===== config.mk =====
export PLATFORM = sky130hd
export DESIGN_NAME = atw_timer
export DESIGN_NICKNAME = d
export VERILOG_FILES = /design/src/shared/atw_pkg.sv /design/src/hw/atw_timer.sv
export VERILOG_INCLUDE_DIRS = /design/src /design/src/shared
export SDC_FILE = /design/constraint.sdc
export NUM_CORES = 1
export LEC_CHECK = 0
export ABC_AREA = 1
export BUFFER_PORTS_ARGS = -buffer_cell sky130_fd_sc_hd__buf_2
export CAP_MARGIN = 30
export CORE_ASPECT_RATIO = 2
export CORE_MARGIN = 3
export CORE_UTILIZATION = 40
export CTS_CLUSTER_SIZE = 14
export DETAILED_ROUTE_END_ITERATION = 6
export GPL_TIMING_DRIVEN = 0
export SETUP_SLACK_MARGIN = 0.4
export SLEW_MARGIN = 20
export SYNTH_ARGS = -nofsm -noshare
export SYNTH_HDL_FRONTEND = slang
export SYNTH_SLANG_ARGS = --single-unit
export TNS_END_PERCENT = 20

===== constraint.sdc =====
create_clock -name core_clk -period 2.6 [get_ports core_clk]
set_input_delay 0.52 -clock core_clk [delete_from_list [all_inputs] [get_ports core_clk]]
set_output_delay 0.52 -clock core_clk [all_outputs]
set_load 0.03 [all_outputs]

===== src/shared/atw_params.svh =====
/*
 Constants of the asynchronous timer waveform block: register offsets,
 reset values, mode and clock-select codes, prescaler taps.
 Assumes inclusion by bare name from the package and the design module.
*/
`ifndef ATW_PARAMS_SVH
`define ATW_PARAMS_SVH

// ----------------------------------------
// Register offsets
// ----------------------------------------
`define ATW_OFS_CTRL_A 8'hB0
`define ATW_OFS_CTRL_B 8'hB1
`define ATW_OFS_COUNT 8'hB2
`define ATW_OFS_CMP_A 8'hB3
`define ATW_OFS_CMP_B 8'hB4
`define ATW_OFS_ASYNC 8'hB6
`define ATW_OFS_FLAGS 8'hB7
`define ATW_OFS_GTC 8'h43

// ----------------------------------------
// Values
// ----------------------------------------
`define ATW_RST_BYTE 8'h00
`define ATW_MAX 8'hFF
`define ATW_BOTTOM 8'h00
`define ATW_STEP 8'h01
`define ATW_PRESC_W 10
`define ATW_PRESC_ZERO 10'h000
`define ATW_PRESC_STEP 10'h001

// ----------------------------------------
// Waveform mode codes
// ----------------------------------------
`define ATW_WGM_NORMAL 3'h0
`define ATW_WGM_PC_FF 3'h1
`define ATW_WGM_CTC 3'h2
`define ATW_WGM_FAST_FF 3'h3
`define ATW_WGM_RSVD4 3'h4
`define ATW_WGM_PC_OCR 3'h5
`define ATW_WGM_RSVD6 3'h6
`define ATW_WGM_FAST_OCR 3'h7

// ----------------------------------------
// Compare output codes
// ----------------------------------------
`define ATW_COM_OFF 2'h0
`define ATW_COM_TOGGLE 2'h1
`define ATW_COM_CLEAR 2'h2
`define ATW_COM_SET 2'h3

// ----------------------------------------
// Clock select codes and taps
// ----------------------------------------
`define ATW_CS_STOP 3'h0
`define ATW_CS_DIV1 3'h1
`define ATW_CS_DIV8 3'h2
`define ATW_CS_DIV32 3'h3
`define ATW_CS_DIV64 3'h4
`define ATW_CS_DIV128 3'h5
`define ATW_CS_DIV256 3'h6
`define ATW_CS_DIV1024 3'h7
`define ATW_TAP8 10'h007
`define ATW_TAP32 10'h01F
`define ATW_TAP64 10'h03F
`define ATW_TAP128 10'h07F
`define ATW_TAP256 10'h0FF
`define ATW_TAP1024 10'h3FF

`endif


===== src/shared/atw_pkg.sv =====
/*
 Types of the asynchronous timer waveform block: register layouts,
 mode classes and the whole module state.
 Assumes atw_params.svh is on the include path.
*/
`include "atw_params.svh"

package atw_pkg;

    // ----------------------------------------
    // Register layouts
    // ----------------------------------------
    typedef struct packed {
        logic [1:0] com_a;
        logic [1:0] com_b;
        logic [1:0] rsvd;
        logic [1:0] wgm_low;
    } atw_ctrl_a_t;

    typedef struct packed {
        logic force_a;
        logic force_b;
        logic [1:0] rsvd;
        logic wgm_high;
        logic [2:0] cs;
    } atw_ctrl_b_t;

    typedef struct packed {
        logic rsvd;
        logic ext_clk;
        logic async_sel;
        logic [4:0] busy;
    } atw_async_t;

    typedef struct packed {
        logic [6:0] rsvd;
        logic psr;
    } atw_gtc_t;

    typedef struct packed {
        logic [4:0] rsvd;
        logic match_b;
        logic match_a;
        logic ovf;
    } atw_flags_t;

    typedef enum logic [1:0] {
        ATW_KIND_NONPWM,
        ATW_KIND_PC,
        ATW_KIND_FAST
    } atw_kind_t;

    // ----------------------------------------
    // Module state
    // ----------------------------------------
    typedef struct packed {
        atw_ctrl_a_t ctrl_a;
        atw_ctrl_b_t ctrl_b;
        logic async_sel;
        logic ext_clk;
        logic [7:0] cnt;
        logic [7:0] ocr_a;
        logic [7:0] ocr_b;
        logic [7:0] ocr_a_act;
        logic [7:0] ocr_b_act;
        logic count_up;
        logic block_match;
        logic [`ATW_PRESC_W-1:0] presc;
        atw_flags_t flags;
        logic osc_s1;
        logic osc_s2;
        logic osc_s3;
        logic out_a;
        logic out_b;
        logic oe_a;
        logic oe_b;
        logic detach;
        logic xtal_en;
        logic ext_buf_en;
        logic [7:0] rd_data;
    } atw_state_t;

endpackage


===== src/hw/atw_timer.sv =====
/*
 Clock source, prescaler, counter and compare-output waveform logic of an
 8-bit timer with two compare channels and an optional asynchronous source.
 Assumes a plain register port with read data one cycle after the strobe,
 pin direction bits from the port logic, and a slow oscillator pin level.
*/
// Design decision made here: the address-and-strobe port.
// Functional notes
// - Timer source is the core clock, or the oscillator pin when async selected.
// - Async selection detaches both oscillator pins from their port function.
// - External clock enable takes a 32kHz clock on the pin, crystal off.
// - Prescaler offers divide 8, 32, 64, 128, 256, 1024, undivided and stop.
// - Prescaler reset bit clears the prescaler for a predictable phase.
// - Control A bits 3:2 read zero and ignore writes.
// - Channel A nonzero mode overrides port; driver needs its direction bit.
// - Channel B nonzero mode overrides port; driver needs its direction bit.
// - Non-PWM modes: 00 off, 01 toggle, 10 clear, 11 set on match.
// - Fast PWM A: 10 clear on match, set at bottom; 11 inverse; 01 toggle in mode 7 only.
// - Fast PWM B: 01 reserved; 10 non-inverting; 11 inverting.
// - Phase-correct A: 10 clear up, set down; 11 reverse; 01 toggle in mode 5 only.
// - Phase-correct B: 01 reserved; 10 clear up, set down; 11 opposite.
// - Fast PWM 10 or 11 with compare equal TOP: match ignored, action at bottom.
// - Phase-correct 10 or 11 with compare equal TOP: match ignored, action at TOP.
// - Waveform mode is high bit joined with control A bits 1:0.
// - Mode 0 counts to 0xFF, immediate compare update, overflow at MAX.
// - Mode 2 uses compare A as TOP, immediate update, overflow at MAX.
// - Modes 1 and 5 phase-correct, buffer update at TOP, overflow at bottom.
// - Modes 3 and 7 fast, buffer update at bottom, overflow MAX or TOP.
// - Clock select 000 stops, 001 undivided, 010 to 111 prescaled taps.
// - Force strobe applies compare action in non-PWM, no flag, reads zero.
`timescale 1ns/10ps
`include "atw_params.svh"

module atw_timer
    import atw_pkg::*;
(
    input wire logic core_clk,
    input wire logic rst,
    input wire logic [7:0] reg_addr,
    input wire logic [7:0] reg_wr_data,
    input wire logic reg_wr,
    input wire logic reg_rd,
    output logic [7:0] reg_rd_data,
    input wire logic osc_input_pin,
    input wire logic pin_dir_a,
    input wire logic pin_dir_b,
    output logic compare_output_a,
    output logic compare_output_a_oe,
    output logic compare_output_b,
    output logic compare_output_b_oe,
    output logic osc_pins_detach,
    output logic osc_crystal_enable,
    output logic osc_ext_clock_enable
);

    // ----------------------------------------
    // Decoding helpers
    // ----------------------------------------
    function automatic atw_kind_t mode_kind(input logic [2:0] wgm);
        unique case (wgm)
            `ATW_WGM_PC_FF, `ATW_WGM_PC_OCR: mode_kind = ATW_KIND_PC;
            `ATW_WGM_FAST_FF, `ATW_WGM_FAST_OCR: mode_kind = ATW_KIND_FAST;
            default: mode_kind = ATW_KIND_NONPWM;
        endcase
    endfunction

    function automatic logic tap_hit(input logic [`ATW_PRESC_W-1:0] p, input logic [2:0] cs);
        unique case (cs)
            `ATW_CS_STOP: tap_hit = 1'b0;
            `ATW_CS_DIV1: tap_hit = 1'b1;
            `ATW_CS_DIV8: tap_hit = (p & `ATW_TAP8) == `ATW_TAP8;
            `ATW_CS_DIV32: tap_hit = (p & `ATW_TAP32) == `ATW_TAP32;
            `ATW_CS_DIV64: tap_hit = (p & `ATW_TAP64) == `ATW_TAP64;
            `ATW_CS_DIV128: tap_hit = (p & `ATW_TAP128) == `ATW_TAP128;
            `ATW_CS_DIV256: tap_hit = (p & `ATW_TAP256) == `ATW_TAP256;
            `ATW_CS_DIV1024: tap_hit = (p & `ATW_TAP1024) == `ATW_TAP1024;
        endcase
    endfunction

    // Next compare-output level of one channel
    function automatic logic wave_next(
        input logic cur,
        input logic [1:0] com,
        input logic is_b,
        input logic whigh,
        input atw_kind_t kind,
        input logic match,
        input logic top_ev,
        input logic bot_ev,
        input logic up,
        input logic ocr_top
    );
        logic r;
        r = cur;
        unique case (kind)
            ATW_KIND_NONPWM: begin
                if (match) begin
                    unique case (com)
                        `ATW_COM_OFF: r = cur;
                        `ATW_COM_TOGGLE: r = ~cur;
                        `ATW_COM_CLEAR: r = 1'b0;
                        `ATW_COM_SET: r = 1'b1;
                    endcase
                end
            end
            ATW_KIND_FAST: begin
                if (com == `ATW_COM_TOGGLE) begin
                    if (!is_b && whigh && match) begin
                        r = ~cur;
                    end
                end else if (com[1]) begin
                    if (match && !ocr_top) begin
                        r = com[0];
                    end
                    if (bot_ev) begin
                        r = ~com[0];
                    end
                end
            end
            ATW_KIND_PC: begin
                if (com == `ATW_COM_TOGGLE) begin
                    if (!is_b && whigh && match) begin
                        r = ~cur;
                    end
                end else if (com[1]) begin
                    if (match && !ocr_top) begin
                        r = up ? com[0] : ~com[0];
                    end
                    if (top_ev && ocr_top) begin
                        r = ~com[0];
                    end
                end
            end
            default: r = cur;
        endcase
        wave_next = r;
    endfunction

    // ----------------------------------------
    // State
    // ----------------------------------------
    atw_state_t st;
    atw_state_t next_st;

    logic [2:0] wgm;
    atw_kind_t kind;
    logic [7:0] top;
    logic src_tick;
    logic t_tick;
    logic psr_wr;
    logic cnt_wr;
    logic force_a;
    logic force_b;
    logic match_a;
    logic match_b;
    logic top_ev;
    logic bot_ev;
    logic ovf_ev;
    logic upd_ev;
    atw_gtc_t wr_gtc;
    atw_ctrl_b_t wr_ctrl_b;
    atw_async_t wr_async;

    always_comb begin
        next_st = st;
        next_st.rd_data = `ATW_RST_BYTE;
        wr_gtc = atw_gtc_t'(reg_wr_data);
        wr_ctrl_b = atw_ctrl_b_t'(reg_wr_data);
        wr_async = atw_async_t'(reg_wr_data);
        wgm = {st.ctrl_b.wgm_high, st.ctrl_a.wgm_low};
        kind = mode_kind(wgm);
        top = (wgm == `ATW_WGM_CTC || wgm == `ATW_WGM_PC_OCR || wgm == `ATW_WGM_FAST_OCR) ?
              st.ocr_a_act : `ATW_MAX;

        // Oscillator pin synchroniser and source select
        next_st.osc_s1 = osc_input_pin;
        next_st.osc_s2 = st.osc_s1;
        next_st.osc_s3 = st.osc_s2;
        src_tick = st.async_sel ? (st.osc_s2 & ~st.osc_s3) : 1'b1;

        // Prescaler
        psr_wr = reg_wr && reg_addr == `ATW_OFS_GTC && wr_gtc.psr;
        t_tick = src_tick && !psr_wr && tap_hit(st.presc, st.ctrl_b.cs);
        if (psr_wr) begin
            next_st.presc = `ATW_PRESC_ZERO;
        end else if (src_tick) begin
            next_st.presc = st.presc + `ATW_PRESC_STEP;
        end

        // Counter
        cnt_wr = reg_wr && reg_addr == `ATW_OFS_COUNT;
        match_a = t_tick && !st.block_match && st.cnt == st.ocr_a_act;
        match_b = t_tick && !st.block_match && st.cnt == st.ocr_b_act;
        top_ev = t_tick && st.cnt == top;
        bot_ev = 1'b0;
        ovf_ev = 1'b0;
        upd_ev = 1'b0;
        if (t_tick) begin
            next_st.block_match = 1'b0;
            unique case (kind)
                ATW_KIND_NONPWM: begin
                    ovf_ev = st.cnt == `ATW_MAX;
                    if (wgm == `ATW_WGM_CTC && st.cnt == st.ocr_a_act) begin
                        next_st.cnt = `ATW_BOTTOM;
                    end else begin
                        next_st.cnt = st.cnt + `ATW_STEP;
                    end
                end
                ATW_KIND_FAST: begin
                    if (st.cnt == top) begin
                        next_st.cnt = `ATW_BOTTOM;
                        bot_ev = 1'b1;
                        upd_ev = 1'b1;
                        ovf_ev = 1'b1;
                    end else begin
                        next_st.cnt = st.cnt + `ATW_STEP;
                    end
                end
                ATW_KIND_PC: begin
                    if (st.count_up) begin
                        if (st.cnt == top) begin
                            upd_ev = 1'b1;
                            if (top != `ATW_BOTTOM) begin
                                next_st.count_up = 1'b0;
                                next_st.cnt = st.cnt - `ATW_STEP;
                            end
                        end else begin
                            next_st.cnt = st.cnt + `ATW_STEP;
                        end
                    end else if (st.cnt == `ATW_BOTTOM) begin
                        ovf_ev = 1'b1;
                        next_st.count_up = 1'b1;
                        next_st.cnt = st.cnt + `ATW_STEP;
                    end else begin
                        next_st.cnt = st.cnt - `ATW_STEP;
                    end
                end
                default: next_st.cnt = st.cnt;
            endcase
        end
        if (upd_ev) begin
            next_st.ocr_a_act = st.ocr_a;
            next_st.ocr_b_act = st.ocr_b;
        end

        // Waveform outputs
        force_a = reg_wr && reg_addr == `ATW_OFS_CTRL_B && wr_ctrl_b.force_a &&
                  kind == ATW_KIND_NONPWM;
        force_b = reg_wr && reg_addr == `ATW_OFS_CTRL_B && wr_ctrl_b.force_b &&
                  kind == ATW_KIND_NONPWM;
        next_st.out_a = wave_next(st.out_a, st.ctrl_a.com_a, 1'b0, st.ctrl_b.wgm_high, kind,
                                  match_a | force_a, top_ev, bot_ev, st.count_up, st.ocr_a_act == top);
        next_st.out_b = wave_next(st.out_b, st.ctrl_a.com_b, 1'b1, st.ctrl_b.wgm_high, kind,
                                  match_b | force_b, top_ev, bot_ev, st.count_up, st.ocr_b_act == top);
        next_st.oe_a = st.ctrl_a.com_a != `ATW_COM_OFF && pin_dir_a;
        next_st.oe_b = st.ctrl_a.com_b != `ATW_COM_OFF && pin_dir_b;

        // Oscillator pin control
        next_st.detach = st.async_sel;
        next_st.xtal_en = st.async_sel && !st.ext_clk;
        next_st.ext_buf_en = st.async_sel && st.ext_clk;

        // Register writes
        if (reg_wr) begin
            unique case (reg_addr)
                `ATW_OFS_CTRL_A: begin
                    next_st.ctrl_a = atw_ctrl_a_t'(reg_wr_data);
                    next_st.ctrl_a.rsvd = '0;
                end
                `ATW_OFS_CTRL_B: begin
                    next_st.ctrl_b = atw_ctrl_b_t'(reg_wr_data);
                    next_st.ctrl_b.force_a = 1'b0;
                    next_st.ctrl_b.force_b = 1'b0;
                    next_st.ctrl_b.rsvd = '0;
                end
                `ATW_OFS_COUNT: begin
                    next_st.cnt = reg_wr_data;
                    next_st.block_match = 1'b1;
                end
                `ATW_OFS_CMP_A: begin
                    next_st.ocr_a = reg_wr_data;
                    if (kind == ATW_KIND_NONPWM) begin
                        next_st.ocr_a_act = reg_wr_data;
                    end
                end
                `ATW_OFS_CMP_B: begin
                    next_st.ocr_b = reg_wr_data;
                    if (kind == ATW_KIND_NONPWM) begin
                        next_st.ocr_b_act = reg_wr_data;
                    end
                end
                `ATW_OFS_ASYNC: begin
                    next_st.ext_clk = wr_async.ext_clk;
                    next_st.async_sel = wr_async.async_sel;
                end
                default: next_st.rd_data = `ATW_RST_BYTE;
            endcase
        end

        // Flags: hardware set wins over write-one clear
        if (reg_wr && reg_addr == `ATW_OFS_FLAGS) begin
            next_st.flags = st.flags & ~atw_flags_t'(reg_wr_data);
            next_st.flags.rsvd = '0;
        end
        if (ovf_ev) begin
            next_st.flags.ovf = 1'b1;
        end
        if (match_a) begin
            next_st.flags.match_a = 1'b1;
        end
        if (match_b) begin
            next_st.flags.match_b = 1'b1;
        end

        // Register reads
        if (reg_rd) begin
            unique case (reg_addr)
                `ATW_OFS_CTRL_A: next_st.rd_data = {st.ctrl_a.com_a, st.ctrl_a.com_b, 2'h0,
                                                    st.ctrl_a.wgm_low};
                `ATW_OFS_CTRL_B: next_st.rd_data = {4'h0, st.ctrl_b.wgm_high, st.ctrl_b.cs};
                `ATW_OFS_COUNT: next_st.rd_data = st.cnt;
                `ATW_OFS_CMP_A: next_st.rd_data = st.ocr_a;
                `ATW_OFS_CMP_B: next_st.rd_data = st.ocr_b;
                `ATW_OFS_ASYNC: next_st.rd_data = {1'b0, st.ext_clk, st.async_sel, 5'h00};
                `ATW_OFS_FLAGS: next_st.rd_data = {5'h00, st.flags.match_b, st.flags.match_a,
                                                   st.flags.ovf};
                default: next_st.rd_data = `ATW_RST_BYTE;
            endcase
        end
    end

    always_ff @(posedge core_clk or posedge rst) begin
        if (rst) begin
            st <= '0;
        end else begin
            st <= next_st;
        end
    end

    assign reg_rd_data = st.rd_data;
    assign compare_output_a = st.out_a;
    assign compare_output_a_oe = st.oe_a;
    assign compare_output_b = st.out_b;
    assign compare_output_b_oe = st.oe_b;
    assign osc_pins_detach = st.detach;
    assign osc_crystal_enable = st.xtal_en;
    assign osc_ext_clock_enable = st.ext_buf_en;
endmodule


; ---- Word-level counts from Yosys, hierarchy flattened
; Cells that the tools add are included.
[op_classes]
n_addsub = 3
n_eq_ne = 54
mux = 70
n_bitwise = 10
n_reduce_logical = 54
[ops]
columns = operator, count
row1 = 8-bit two-way mux, 16
row2 = 8-bit equality test (second input constant), 9
row3 = 8-bit one-hot mux with 7 select lines, 1
row4 = 8-bit equality test, 5
row5 = 40-bit two-way mux, 1
row6 = 1-bit two-way mux, 39
row7 = 1-bit logical AND, 24
row8 = 8-bit one-hot mux with 3 select lines, 1
row9 = 3-bit equality test (second input constant), 7
row10 = 10-bit two-way mux, 2
row11 = 16-bit two-way mux, 1
row12 = 2-bit != test (second input constant), 8
row13 = 1-bit one-hot mux with 3 select lines, 5
row14 = 3-bit by 2-bit equality test with 1-bit output (second input constant), 4
row15 = 3-bit != test (second input constant), 4
row16 = 2-bit AND reduction, 6
row17 = 2-bit nonzero test, 6
row18 = 10-bit by 1-bit adder with 10-bit output (second input constant), 1
row19 = 10-bit equality test (second input constant), 1
row20 = 2-bit equality test (second input constant), 5
row21 = 9-bit AND reduction, 1
row22 = 8-bit by 1-bit adder with 8-bit output (second input constant), 1
row23 = 8-bit by 7-bit equality test with 1-bit output (second input constant), 1
row24 = 8-bit logical NOT, 1
row25 = 24 further kinds, 41
[word_totals]
reg_bits = 85
in_bits = 23
out_inout_bits = 15

; ---- Depth between registers and ports, before layout
[logic_depth]
depth_word = 15
mapped_depth = 19

; ---- Worst setup path after synthesis
; Ideal clock, no wire load.
[synth_timing]
path_kind = in2reg
from = input reg_wr
to = register st[77] in the netlist's numbering
arrival_ns = 1.990
setup_slack_ns = 0.489
cell_stages = 12
n_path_buf = 2
cell_sequence = clkbuf_1 > nand4_1 > nor2_1 > nand2_1 > nand2_1 > nor2_4 > inv_1 > nor2_1 > buf_2 > o21ai_0 > nor2_1 > a21oi_1
[synth_rtl]
columns = element, line
row1 = "start, declared", atw_timer.sv:41  ; input wire logic reg_wr,
row2 = "end signal, assigned", atw_timer.sv:336  ; st <= next_st;
row3 = "end, declared", atw_timer.sv:142  ; atw_state_t st;

==> results.tsv <==
metric	value	unit
status	complete, no violations	
fillers	1325	
Die Area	15250	um^2
# DRC	0	
most frequent cells after synthesis	184 x nand2_1, 108 x inv_1, 85 x dfrtp_1	
Synth area leader	dfrtp_1	
Post-synth EDFFs	0	
final worst-path setup slack	0.2222	ns
Post-Syn Area	5488	um^2
vias in the first global route	5446	
Clock Skew	0.007342	ns
worst slew pin tran	0.7076	ns
Synth async-reset ratio	1.000	
worst-path fanout max	10	
drt via density	5.439	
Final GP Congestion	1.038	
GRT Overall Usage	0.2507	
CTS H-tree depth	3	
syn_nets	805	
sequential cell area	2128	um^2
Final Setup Violations	0	
num rows	60	
RSZ-0062 raised after global routing	yes	
DR pass1 iterations	5	
total CTS buffers	9	
CP max-delay cell	dfrtp_1	
detailed-route via count	5428	
P_leak	0.003249	uW
initial antenna violation count	0	
total of warnings raised by yosys	0	
# port buffers	36	
# IOs	38	
Area Overhead vs Synth	19.20	%
Period minus WS final	2.378	ns
Post-synth top flop	dfrtp_1	
post-DP HPWL	14050	um
CP Cell Sequence	inv_2 -> nand3_4 -> nand2_8 -> buf_8 -> o21ai_1 -> nand2_1 -> nor2_2 -> nand2_2 -> nor2_8 -> nand3_4 -> nand2_4 -> nand3_4 -> buf_8 -> nand2_1 -> nand2_1 -> o22ai_2 -> inv_1	
Starting Density	0.4084	
CTS tree	yes	
worst-skew pair later-pin latency	0.35	ns
Die W	88.83	um
max-slew violations	0	
Power Density	640.7	nW/um^2
Synth area leaders	dfrtp_1 39%, nand2_1 13%, inv_1 7.4%	
Total Wirelength	18030	um
CORE AREA	13440	um^2
proportion of layout cells with a drive suffix above 1	0.1696	
fmax	420.6	MHz
sequential fraction of the synthesis area	0.3876	
Fin Hold WS	0.2132	ns
Place WS	-0.1006	ns
most numerous cell in the Yosys netlist	nand2_1	
Max Cap Viol	0	
Yosys reg bits	85	
max incr delay on CP	0.42	ns
CTS clk-pin slew, worst paths	0.07	ns
Critical Path RT	2.84	ns
fin crit share	0.9146	
diodes inserted	0	
PnR Total Power	4191	uW
VDD IR max	0.3615	mV
Die Y	171.6	um
Post-Syn Area per Cell	7.099	um^2
Post-Synthesis Cells	773	
First DRT Iteration DRCs	350	
nets@finish	870	
GR Overflow Total	0	
Synth cell types	44	
post-synth top area share	0.3876	
Worst setup SP type	flip-flop	
CP Capture Type	flip-flop	
clock root buffer	clkbuf_16	
CTS Sinks	85	
area occupied by multi-input gates	2909	um^2
CP Class	reg -> reg	
Min-Delay Path Class	in -> async	
clock buffer depth	2	
arrival time worst endpoint	2.62	ns
drt wl/cell	18.07	um
final hold violation count	0	
Routed Antenna Nets	0	
largest net degree at the start of global routing	35	
first-pass GRT wire length	28510	um
Worst slew margin	0.5161	
==> cells by family (layout without fill, tap and decap cells) <==
family	after synthesis	in the layout	synth area share
AND/OR/NAND/NOR	369	369	0.2971
AO/OA/AOI/OAI	143	143	0.1471
buffers and inverters	141	211	0.1062
flip-flops	85	85	0.3876
XOR/XNOR	26	26	0.04150
adder cells (fa/ha/maj)	9	9	0.02052
==> final timing paths <==
kind	start	end	slack, ns	depth (start not counted)
min	rst	st[76]	0.21	2
max	st[88]	st[47]	0.22	17
max reg2reg	st[88]	st[47]	0.22	17
max in group asynchronous	rst	st[89]	1.82	3
min reg2reg	next_st[16]	next_st[15]	0.37	0
min in group core_clk	osc_input_pin	next_st[16]	0.27	1
==> report_power, final <==
group	switching (uW)	internal [uW]	leakage (uW)
registers	143	1480	0.00110
logic	752	411	0.00199
clock network	623	781	0.000159
total	1520	2670	0.00325
==> layout make-up <==
| class | count | share of cell area |
|---|---|---|
| flip-flops and latches | 85 | 0.3254 |
| plain buffers | 28 | 0.02774 |
| inverters | 113 | 0.06618 |
| clock buffers | 9 | 0.03443 |
| clock inverters | 7 | 0.01492 |
| multi-input cells | 547 | 0.4447 |
| well taps | 155 | 0.02965 |
| repair buffers | 54 | 0.05700 |
==> stage by stage <==
step | std cells | util | setup TNS [ns] | instance area (um^2)
after global routing | 998 | 0.4868 | 0 | 6541
final | 998 | 0.4868 | 0 | 6541
after detailed placement | 966 | 0.4395 | -0.4212 | 5906
after CTS | 996 | 0.4837 | 0 | 6500
after floorplan | 773 | - | 0 | 5492
after global placement | 964 | 0.4365 | -0.3179 | 5866
==> flip-flops by register name (all words and copies together) (netlist names) <==
signal and cells:
compare_output_a 1, compare_output_b_oe 1, osc_pins_detach 1, st 67
osc_crystal_enable 1, reg_rd_data 8, compare_output_a_oe 1, next_st 3
osc_ext_clock_enable 1, compare_output_b 1
==> routing by layer <==
| layer | part of all wire | GRT usage | vias to the layer above |
|---|---|---|---|
| li1 | - | - | 2633 |
| met1 | 0.36 | 0.2677 | 2534 |
| met2 | 0.54 | 0.4472 | 194 |
| met3 | 0.032 | 0.02972 | 67 |
| met4 | 0.071 | 0.1645 | 0 |
| met5 | 0 | 0 | - |
==> placed cells by master (no fill, tap or decap), types with 3 or more instances in the layout <==
cell,netlist,final
nand2_1,184,175
inv_1,108,104
dfrtp_1,85,84
nand3_1,66,65
nor2_1,72,63
o21ai_0,58,57
buf_2,4,39
a21oi_1,37,37
buf_4,9,22
o22ai_1,20,19
xor2_1,14,14
nor3_1,14,12
xnor2_1,12,12
nand2_2,4,11
o21ai_1,9,10
clkbuf_1,13,9
clkbuf_16,0,9
nand4_1,8,8
ha_1,9,8
nor2_2,2,7
or2_2,5,5
nor2_4,1,5
inv_2,2,5
a221oi_1,4,4
nand3_4,2,4
clkbuf_2,0,4
a211oi_1,4,4
nand2_4,2,3
nor4_1,3,3
inv_8,0,3
buf_12,0,3
==> critical path, delay by kind of cell, from the launching register on <==
family / cells / cell delay (ns)
and+or+nand+nor: 11 / 1.17
DFF: 1 / 0.42
AOI/OAI and AO/OA: 2 / 0.20
buffers and inverters: 4 / 0.48
==> repair_timing <==
action | CTS | global route
setup buffers | 13 | 2
resized for setup | 43 | 8
gates cloned | 1 | 0
endpoints found under the setup margin | 27 | 27
hold buffers | 0 | 0
pin swaps | 9 | 7
(Power assumes the default switching activity.)
